**src/rtl/ccr_pkg.sv**
```systemverilog
// package: register offsets, reset values and widths for the charge counter readout
`default_nettype none
package ccr_pkg;
	// ==========================================================
	// register offsets (byte address on the serial control port)
	localparam logic [7:0] CCR_BUCK_SLEEP_CHARGE_HIGH = 8'h17;
	localparam logic [7:0] CCR_BUCK_SLEEP_CHARGE_LOW  = 8'h18;
	localparam logic [7:0] CCR_LINREG_CHARGE_HIGH     = 8'h19;
	localparam logic [7:0] CCR_LINREG_CHARGE_LOW      = 8'h1a;
	// ==========================================================
	// widths and reset values
	localparam int          CCR_CNT_W     = 16;        // counter width
	localparam int          CCR_BYTE_W    = 8;         // register width
	localparam int          CCR_PRESC_W   = 3;         // prescaler setting width
	localparam logic [7:0]  CCR_BYTE_RST  = 8'h00;     // reset of every byte register
	localparam logic [15:0] CCR_CNT_RST   = 16'h0000;  // reset of every counter
	localparam logic [7:0]  CCR_UNMAPPED  = 8'h00;     // read data of any other address
	// ==========================================================
	// sync stage count for inputs from outside the mclk domain
	localparam int          CCR_SYNC_N    = 3;
	// input slots in the sync bank
	localparam int          CCR_IN_BUCK   = 0;         // buck pfm pulse
	localparam int          CCR_IN_LDO    = 1;         // linear regulator pfm pulse
	localparam int          CCR_IN_OSC    = 2;         // 10 MHz calibration clock
	localparam int          CCR_IN_N      = 3;
endpackage
`default_nettype wire

```
**src/rtl/ccr_charge_counter_readout.sv**
```systemverilog
// charge counter readout: two counters with high/low byte registers and shadowing
`default_nettype none
module ccr_charge_counter_readout #(
	parameter int CNT_W   = ccr_pkg::CCR_CNT_W,   // counter width
	parameter int PRESC_W = ccr_pkg::CCR_PRESC_W  // prescaler setting width
) (
	// clock, reset, enable
	input  wire logic                          mclk,
	input  wire logic                          rst_b,
	input  wire logic                          clk_en,
	// register port from the serial control engine
	input  wire logic [7:0]                    reg_addr,
	input  wire logic                          reg_sel,
	input  wire logic                          reg_rd,
	output var  logic [ccr_pkg::CCR_BYTE_W-1:0] rd_data,
	output var  logic                          rd_valid,
	// converter pulses and the calibration clock, asynchronous
	input  wire logic                          buck_pulse,
	input  wire logic                          linreg_pulse,
	input  wire logic                          osc10_clk,
	// mode and control levels from logic on mclk
	input  wire logic                          deep_sleep_state,
	input  wire logic                          linear_regulator_standalone,
	input  wire logic                          calib_active,
	input  wire logic                          counter_clear_event,
	input  wire logic [PRESC_W-1:0]            counter_prescaler,
	// live state
	output var  logic                          calib_result_held
);
	import ccr_pkg::*;

	// width of a pulse group accumulator; a group of 2**presc pulses must fit in it
	localparam int PRE_W = 1 << PRESC_W;

	// ==========================================================
	// state
	// everything the block remembers sits in one struct, so one clock enable
	// and one reset branch cover all of it, the sync chains included
	typedef struct packed {
		logic [CCR_IN_N-1:0][CCR_SYNC_N-1:0] sync;      // synchroniser chains
		logic [CCR_IN_N-1:0]                 filt;      // agreed levels
		logic [CNT_W-1:0]                    buck_cnt;  // buck deep-sleep count
		logic [CNT_W-1:0]                    lin_cnt;   // linreg count or calib count
		logic [(1<<PRESC_W)-1:0]             buck_pre;  // pulse group accumulators
		logic [(1<<PRESC_W)-1:0]             lin_pre;
		logic [7:0]                          buck_shd;  // low byte shadows
		logic [7:0]                          lin_shd;
		logic                                cal_prev;  // calib level last cycle
		logic                                cal_held;  // calibration result pending
		logic [7:0]                          rd_data;
		logic                                rd_valid;
	} ccr_state_t;

	ccr_state_t st_reg;   // registered state
	ccr_state_t st_next;  // next state

	// ==========================================================
	// helpers
	// a prescaler setting of n means one count per 2**n converter pulses;
	// changing the setting mid-group is tolerated: a group already past the
	// new limit closes on its next pulse rather than wrapping round
	// true when a pulse completes a group of 2**presc pulses
	function automatic logic ccr_group_done(input logic [(1<<PRESC_W)-1:0] acc,
	                                        input logic [PRESC_W-1:0]       presc);
		logic [(1<<PRESC_W)-1:0] lim;
		lim = '0;
		lim = PRE_W'((1 << presc) - 1);
		return acc >= lim;
	endfunction

	// bump the group accumulator, returning a carry when the group closes
	function automatic logic [(1<<PRESC_W):0] ccr_group_step(
		input logic [(1<<PRESC_W)-1:0] acc,
		input logic [PRESC_W-1:0]       presc);
		logic [(1<<PRESC_W):0] res;
		res = '0;
		if (ccr_group_done(acc, presc)) begin
			res = {1'b1, {(1<<PRESC_W){1'b0}}};
		end else begin
			res = {1'b0, acc + 1'b1};
		end
		return res;
	endfunction

	// ==========================================================
	// next-state logic
	// one pass works out sync, edge detection, counting, calibration, clear
	// and the read port; later assignments win, so the clear overrides any
	// count made in the same cycle and a read always sees the registered
	// counter value, never a count that lands on the same edge
	always_comb begin
		logic [CCR_IN_N-1:0]     rise;       // clean rising edges
		logic                    buck_hold;  // buck pair addressed
		logic                    lin_hold;   // linreg pair addressed
		logic [(1<<PRESC_W):0]   step;
		rise      = '0;
		buck_hold = 1'b0;
		lin_hold  = 1'b0;
		step      = '0;
		st_next   = st_reg;
		st_next.rd_valid = 1'b0;
		// the pulses and the calibration clock come from other domains; a
		// stage-one glitch never reaches the counters because two later
		// stages must agree before the filtered level moves
		// three-stage sync; a level counts once stages two and three agree
		for (int i = 0; i < CCR_IN_N; i++) begin
			st_next.sync[i] = {st_reg.sync[i][CCR_SYNC_N-2:0],
			                   (i == CCR_IN_BUCK) ? buck_pulse :
			                   (i == CCR_IN_LDO)  ? linreg_pulse : osc10_clk};
			if (st_reg.sync[i][1] == st_reg.sync[i][2]) begin
				st_next.filt[i] = st_reg.sync[i][2];
			end
			rise[i] = st_next.filt[i] & ~st_reg.filt[i];
		end
		// counts missed while the pair is addressed are simply dropped
		buck_hold = reg_sel && (reg_addr == CCR_BUCK_SLEEP_CHARGE_HIGH ||
		                        reg_addr == CCR_BUCK_SLEEP_CHARGE_LOW);
		lin_hold  = reg_sel && (reg_addr == CCR_LINREG_CHARGE_HIGH ||
		                        reg_addr == CCR_LINREG_CHARGE_LOW);
		// buck counter: only in the deep-sleep state, in pulse groups
		if (rise[CCR_IN_BUCK] && deep_sleep_state && !buck_hold) begin
			step = ccr_group_step(st_reg.buck_pre, counter_prescaler);
			st_next.buck_pre = step[(1<<PRESC_W)-1:0];
			if (step[1<<PRESC_W]) begin
				st_next.buck_cnt = st_reg.buck_cnt + 1'b1;
			end
		end
		// the rising edge of the calibration window restarts the linreg count;
		// a host that wants the old pfm count must read it first, since
		// nothing here keeps a copy
		// linreg counter: 10 MHz cycles during calibration
		st_next.cal_prev = calib_active;
		if (calib_active && !st_reg.cal_prev) begin
			// calibration overwrites whatever count was there
			st_next.lin_cnt  = '0;
			st_next.lin_pre  = '0;
			st_next.cal_held = 1'b1;
		end else if (calib_active) begin
			if (rise[CCR_IN_OSC] && !lin_hold) begin
				st_next.lin_cnt = st_reg.lin_cnt + 1'b1;
			end
		end else if (!st_reg.cal_held) begin
			// standalone pfm counting; frozen while a result is held
			if (rise[CCR_IN_LDO] && linear_regulator_standalone && !lin_hold) begin
				step = ccr_group_step(st_reg.lin_pre, counter_prescaler);
				st_next.lin_pre = step[(1<<PRESC_W)-1:0];
				if (step[1<<PRESC_W]) begin
					st_next.lin_cnt = st_reg.lin_cnt + 1'b1;
				end
			end
		end
		// a clear that arrives while calibration runs is ignored, so a result
		// can never be wiped half-way through its measurement
		// clear event ends the held result and zeroes both counters
		if (counter_clear_event && !calib_active) begin
			st_next.buck_cnt = CNT_W'(CCR_CNT_RST);
			st_next.lin_cnt  = CNT_W'(CCR_CNT_RST);
			st_next.buck_pre = '0;
			st_next.lin_pre  = '0;
			st_next.cal_held = 1'b0;
		end
		// register reads: the answer is registered and stands until the next
		// read; rd_valid marks the one cycle after the read was taken, and an
		// address outside the four counter bytes answers a constant
		// register reads
		if (reg_rd) begin
			st_next.rd_valid = 1'b1;
			unique case (reg_addr)
				CCR_BUCK_SLEEP_CHARGE_HIGH: begin
					st_next.rd_data  = st_reg.buck_cnt[15:8];
					st_next.buck_shd = st_reg.buck_cnt[7:0];
				end
				CCR_BUCK_SLEEP_CHARGE_LOW: begin
					st_next.rd_data = st_reg.buck_shd;
				end
				CCR_LINREG_CHARGE_HIGH: begin
					st_next.rd_data = st_reg.lin_cnt[15:8];
					st_next.lin_shd = st_reg.lin_cnt[7:0];
				end
				CCR_LINREG_CHARGE_LOW: begin
					st_next.rd_data = st_reg.lin_shd;
				end
				default: begin
					// unmapped here: answers zero
					st_next.rd_data = CCR_UNMAPPED;
				end
			endcase
		end
	end

	// ==========================================================
	// a low clock enable holds the sync chains too, so a pulse seen while frozen is lost
	// state register; clock enable freezes everything
	always_ff @(posedge mclk or negedge rst_b) begin
		if (!rst_b) begin
			// only constants here: the whole struct clears, then the byte
			// registers take their reset value
			st_reg          <= '0;
			st_reg.rd_data  <= CCR_BYTE_RST;
			st_reg.buck_shd <= CCR_BYTE_RST;
			st_reg.lin_shd  <= CCR_BYTE_RST;
		end else if (clk_en) begin
			st_reg <= st_next;
		end
	end

	// ==========================================================
	// outputs straight from flops
	// no logic between the state register and the pins, so the serial
	// engine sees clean levels one full cycle after each read
	assign rd_data           = st_reg.rd_data;
	assign rd_valid          = st_reg.rd_valid;
	assign calib_result_held = st_reg.cal_held;
endmodule
`default_nettype wire

```
**config.mk**
```make
export PLATFORM = sky130hd
export DESIGN_NAME = ccr_charge_counter_readout
export DESIGN_NICKNAME = d
export VERILOG_FILES = /design/src/rtl/ccr_pkg.sv /design/src/rtl/ccr_charge_counter_readout.sv
export SDC_FILE = /design/constraint.sdc
export NUM_CORES = 1
export LEC_CHECK = 0
export BUFFER_PORTS_ARGS = -buffer_cell sky130_fd_sc_hd__buf_2
export CORE_AREA = 2 2 117 119
export DETAILED_ROUTE_END_ITERATION = 6
export DIE_AREA = 0 0 119 121
export SLEW_MARGIN = 20
export SYNTH_ARGS = -nofsm -noshare
export SYNTH_HDL_FRONTEND = slang
export SYNTH_SLANG_ARGS = --single-unit
```
**constraint.sdc**
```tcl
create_clock -name mclk -period 5.9 [get_ports mclk]
set_input_delay 0.885 -clock mclk [delete_from_list [all_inputs] [get_ports mclk]]
set_output_delay 0.885 -clock mclk [all_outputs]
set_load 0.01 [all_outputs]
```
==> flow_summary.ini <==
[pwr]
ir_drop_uv = 153
swShare_pct = 27.6
pwr-share-clk_pct = 39.4
seq_power_share_pct = 47.4
net-switching-power_mw = 0.396
internal_power_mw = 1.04
leakage_nw = 2.47
combPwrFrac_pct = 13.3
power.density_nw_per_um2 = 265

[cts]
post_cts_buffers = 0
clockBufferDepth = 2
cts_hold_buf = 0
clk_pin_slew_ps = 60
cts_tree = done
cts_max_level = 3
worstSkewPairLatency_ps = 340
cts_inserted_buffers = 9
root_buffer = clkbuf_16
cts_resized = 0
clock_sinks = 87

[layout]
largest_reg_flops = 71
final_util_pct = 41.3
areaGrowthSynthToFinish_pct = 10.5
register_area_um2 = 2180
multi_input_area_um2 = 2480
num-nets-final = 551
antenna_cells = 0
nFillCells = 1300
layout-drive-gt1-share_pct = 16.7

[synth]
synth_edf_count = 0
synth_seq_cells = 87
yosys_most_used_dff = dfrtp_1
synth_fa_ha_area_share_pct = 4.60
yosys_warnings = 0
synthSimpleGateAreaFrac_pct = 19.8
syn_area_um2 = 4900
synth-xor-area-share_pct = 0.358
ys_types = 57
async_flop_share_pct = 100
syn_inst = 494
synth_top_family_by_area = compound AO/OA/AOI/OAI gates
synth_mux_area_share_pct = 5.98
yosysSeqAreaShare_pct = 44.5
syn_avg_cell_area_um2 = 9.91
synth-compound-area-share_pct = 20.0
synthesis.nets = 535

[global_route]
use_met2_pct = 24.6
gr-usage-all-layers_pct = 16.7
grtUsageMet1_pct = 23.9
antenna_found_initial = 0
met3_usage_pct = 3.01
first_global_vias = 3769
overflow = 0
grt_max_degree = 58
busiest_layer = met2
grt_first_pass_wirelength_mm = 19.0

[floorplanning]
fp-row-count = 42
start_util_pct = 37.4
core_um2 = 13100
die-area_um2 = 14400
die_w_um = 119
io_pins = 33
die_y_um = 121

[placement]
dp_hpwl_mm = 8.14
place_congestion = 0.853
portBuffers = 32

[timing]
final_max_slew_viol_count = 0
worst_pin_slew_ps = 754
setup_violations = 0
slew_headroom_pct = 49.7
fmaxAchievable_mhz = 309
fin_setup_tns_ps = 0
rsz0062_at_grt = no
hold_violations = 0
period_share_pct = 54.8
whs_ps = 480
fin_skew_ps = 5.16
finalCriticalPeriod_ps = 3230

[critical_path]
crit_fanout = 21
critPathLaunchType = primary input
crit_required_ps = 6140
critical_path.most_common_cell = or3_1
endpoint_kind = register
criticalPathCategory = in -> reg
cpMaxStageDelayCell = or3_1
cp_data_arrival_time_ps = 3480
max_stage_delay_ps = 580
path_cells = buf_2, or3_1, ha_1, nand2b_1, a31oi_1, o21ai_0, a21boi_1, buf_4, or3_1, o41ai_1
rrSetupSlack_ps = 3270

[run]
drv_cap = 0

[routing]
avgViaCountPerCell = 5.60
drc = 0
drtPass1Iterations = 6
vias = 3873
postRouteAntennaNets = 0
drt-initial-drc-count = 338
wl_mm = 11.3
post_drt_wl_per_cell_um = 16.4

[min_path]
hold_path.class = in -> async

[run_status]
status = finished, final reports clean
cell usage in the layout (no fill, tap or decap), types with 2 or more instances in the layout:
cell type,n
a222oi_1,8
nand3_1,23
nand4b_1,2
nor2b_1,5
o31ai_1,27
xor2_1,2
nand2_1,48
a22o_1,12
o311ai_0,4
a21o_1,5
and2_1,5
o41ai_1,4
clkinv_2,3
buf_4,6
clkbuf_16,9
inv_1,10
nand2b_1,15
or4_1,9
or3_1,3
buf_2,31
o211ai_1,5
o21ai_0,39
a21oi_1,19
nor2_1,29
nand4_1,9
and3_1,15
mux2_2,26
a31oi_1,2
ha_1,18
nor3_1,6
dfrtp_1,87
cell usage after synthesis (all sizes together) (7+ instances only):
| cell | instances | area [µm²] |
|---|---|---|
| nand2 | 48 | 180 |
| nand4 | 10 | 77.6 |
| nand3 | 23 | 115 |
| clkbuf | 8 | 30.0 |
| nor2 | 29 | 109 |
| ha | 18 | 225 |
| a22o | 12 | 105 |
| a21oi | 19 | 95.1 |
| o21ai | 40 | 200 |
| o31ai | 27 | 203 |
| or4 | 9 | 67.6 |
| buf | 24 | 168 |
| and3 | 15 | 93.8 |
| mux2 | 26 | 293 |
| nand2b | 15 | 93.8 |
| dfrtp | 87 | 2180 |
| nor3 | 7 | 40.0 |
| a222oi | 8 | 80.1 |
| inv | 10 | 37.5 |
final cells by class:
type | count | share of cell area [%]
multi-input combinational | 365 | 45.9
sequential | 87 | 40.2
clock buffer | 10 | 4.23
tap | 176 | 4.07
timing repair buffer | 37 | 3.70
clock inverter | 6 | 1.13
inverter | 10 | 0.694
worst max-delay path: cells and delay by family:
family | cells | cell delay [ps]
compound gates | 4 | 860
simple gates | 3 | 1080
fa+ha+maj | 1 | 280
buf+inv | 2 | 350
metal layers:
metal	routed length [µm]	share of wire, %
met1	5520	49
met2	5010	44
met3	614	5.4
met4	204	1.8
met5	0	0
power by group through the flow:
stage          clock network, mW  logic (mW)  registers [mW]
4_1_cts                    0.578       0.192           0.679
5_1_grt                    0.607       0.219           0.686
2_1_floorplan                  0       0.139           0.678
3_3_place_gp                   0       0.185           0.689
3_5_place_dp                   0       0.192           0.690
6_report                   0.565       0.190           0.680
cells by family (layout without fill, tap and decap cells):
kind of cell    after synthesis  after routing
compound gates              138            138
xor+xnor                      2              2
fa+ha+maj                    18             18
buf+inv                      42             63
flops                        87             87
mux                          26             26
simple gates                181            181
path summary, 6_finish.rpt:
check / endpoint / start / depth (start not counted)
worst max register to register: st_reg[58]$_DFFE_PN0P_ / st_reg[32]$_DFFE_PN0P_ / 8
worst max-delay path: st_reg[58]$_DFFE_PN0P_ / counter_prescaler[2] / 10
max in group asynchronous: st_reg[36]$_DFFE_PN0P_ / rst_b / 2
worst min-delay path: st_reg[33]$_DFFE_PN0P_ / rst_b / 1
worst min register to register: rd_data[2]$_DFFE_PN0P_ / rd_data[2]$_DFFE_PN0P_ / 1
min in group mclk: rd_data[2]$_DFFE_PN0P_ / rd_data[2]$_DFFE_PN0P_ / 1
metrics by stage:
| stage | area [µm²] | setup WS (ps) | power, mW | std cells |
|---|---|---|---|---|
| after floorplan | 4900 | 2830 | 0.818 | 494 |
| after global placement | 5120 | 2330 | 0.874 | 675 |
| after detailed placement | 5120 | 2310 | 0.882 | 675 |
| after CTS | 5410 | 2660 | 1.45 | 691 |
| after global routing | 5410 | 2510 | 1.51 | 691 |
| final | 5410 | 2670 | 1.44 | 691 |
Note: power is estimated with default switching activity, not from simulation.
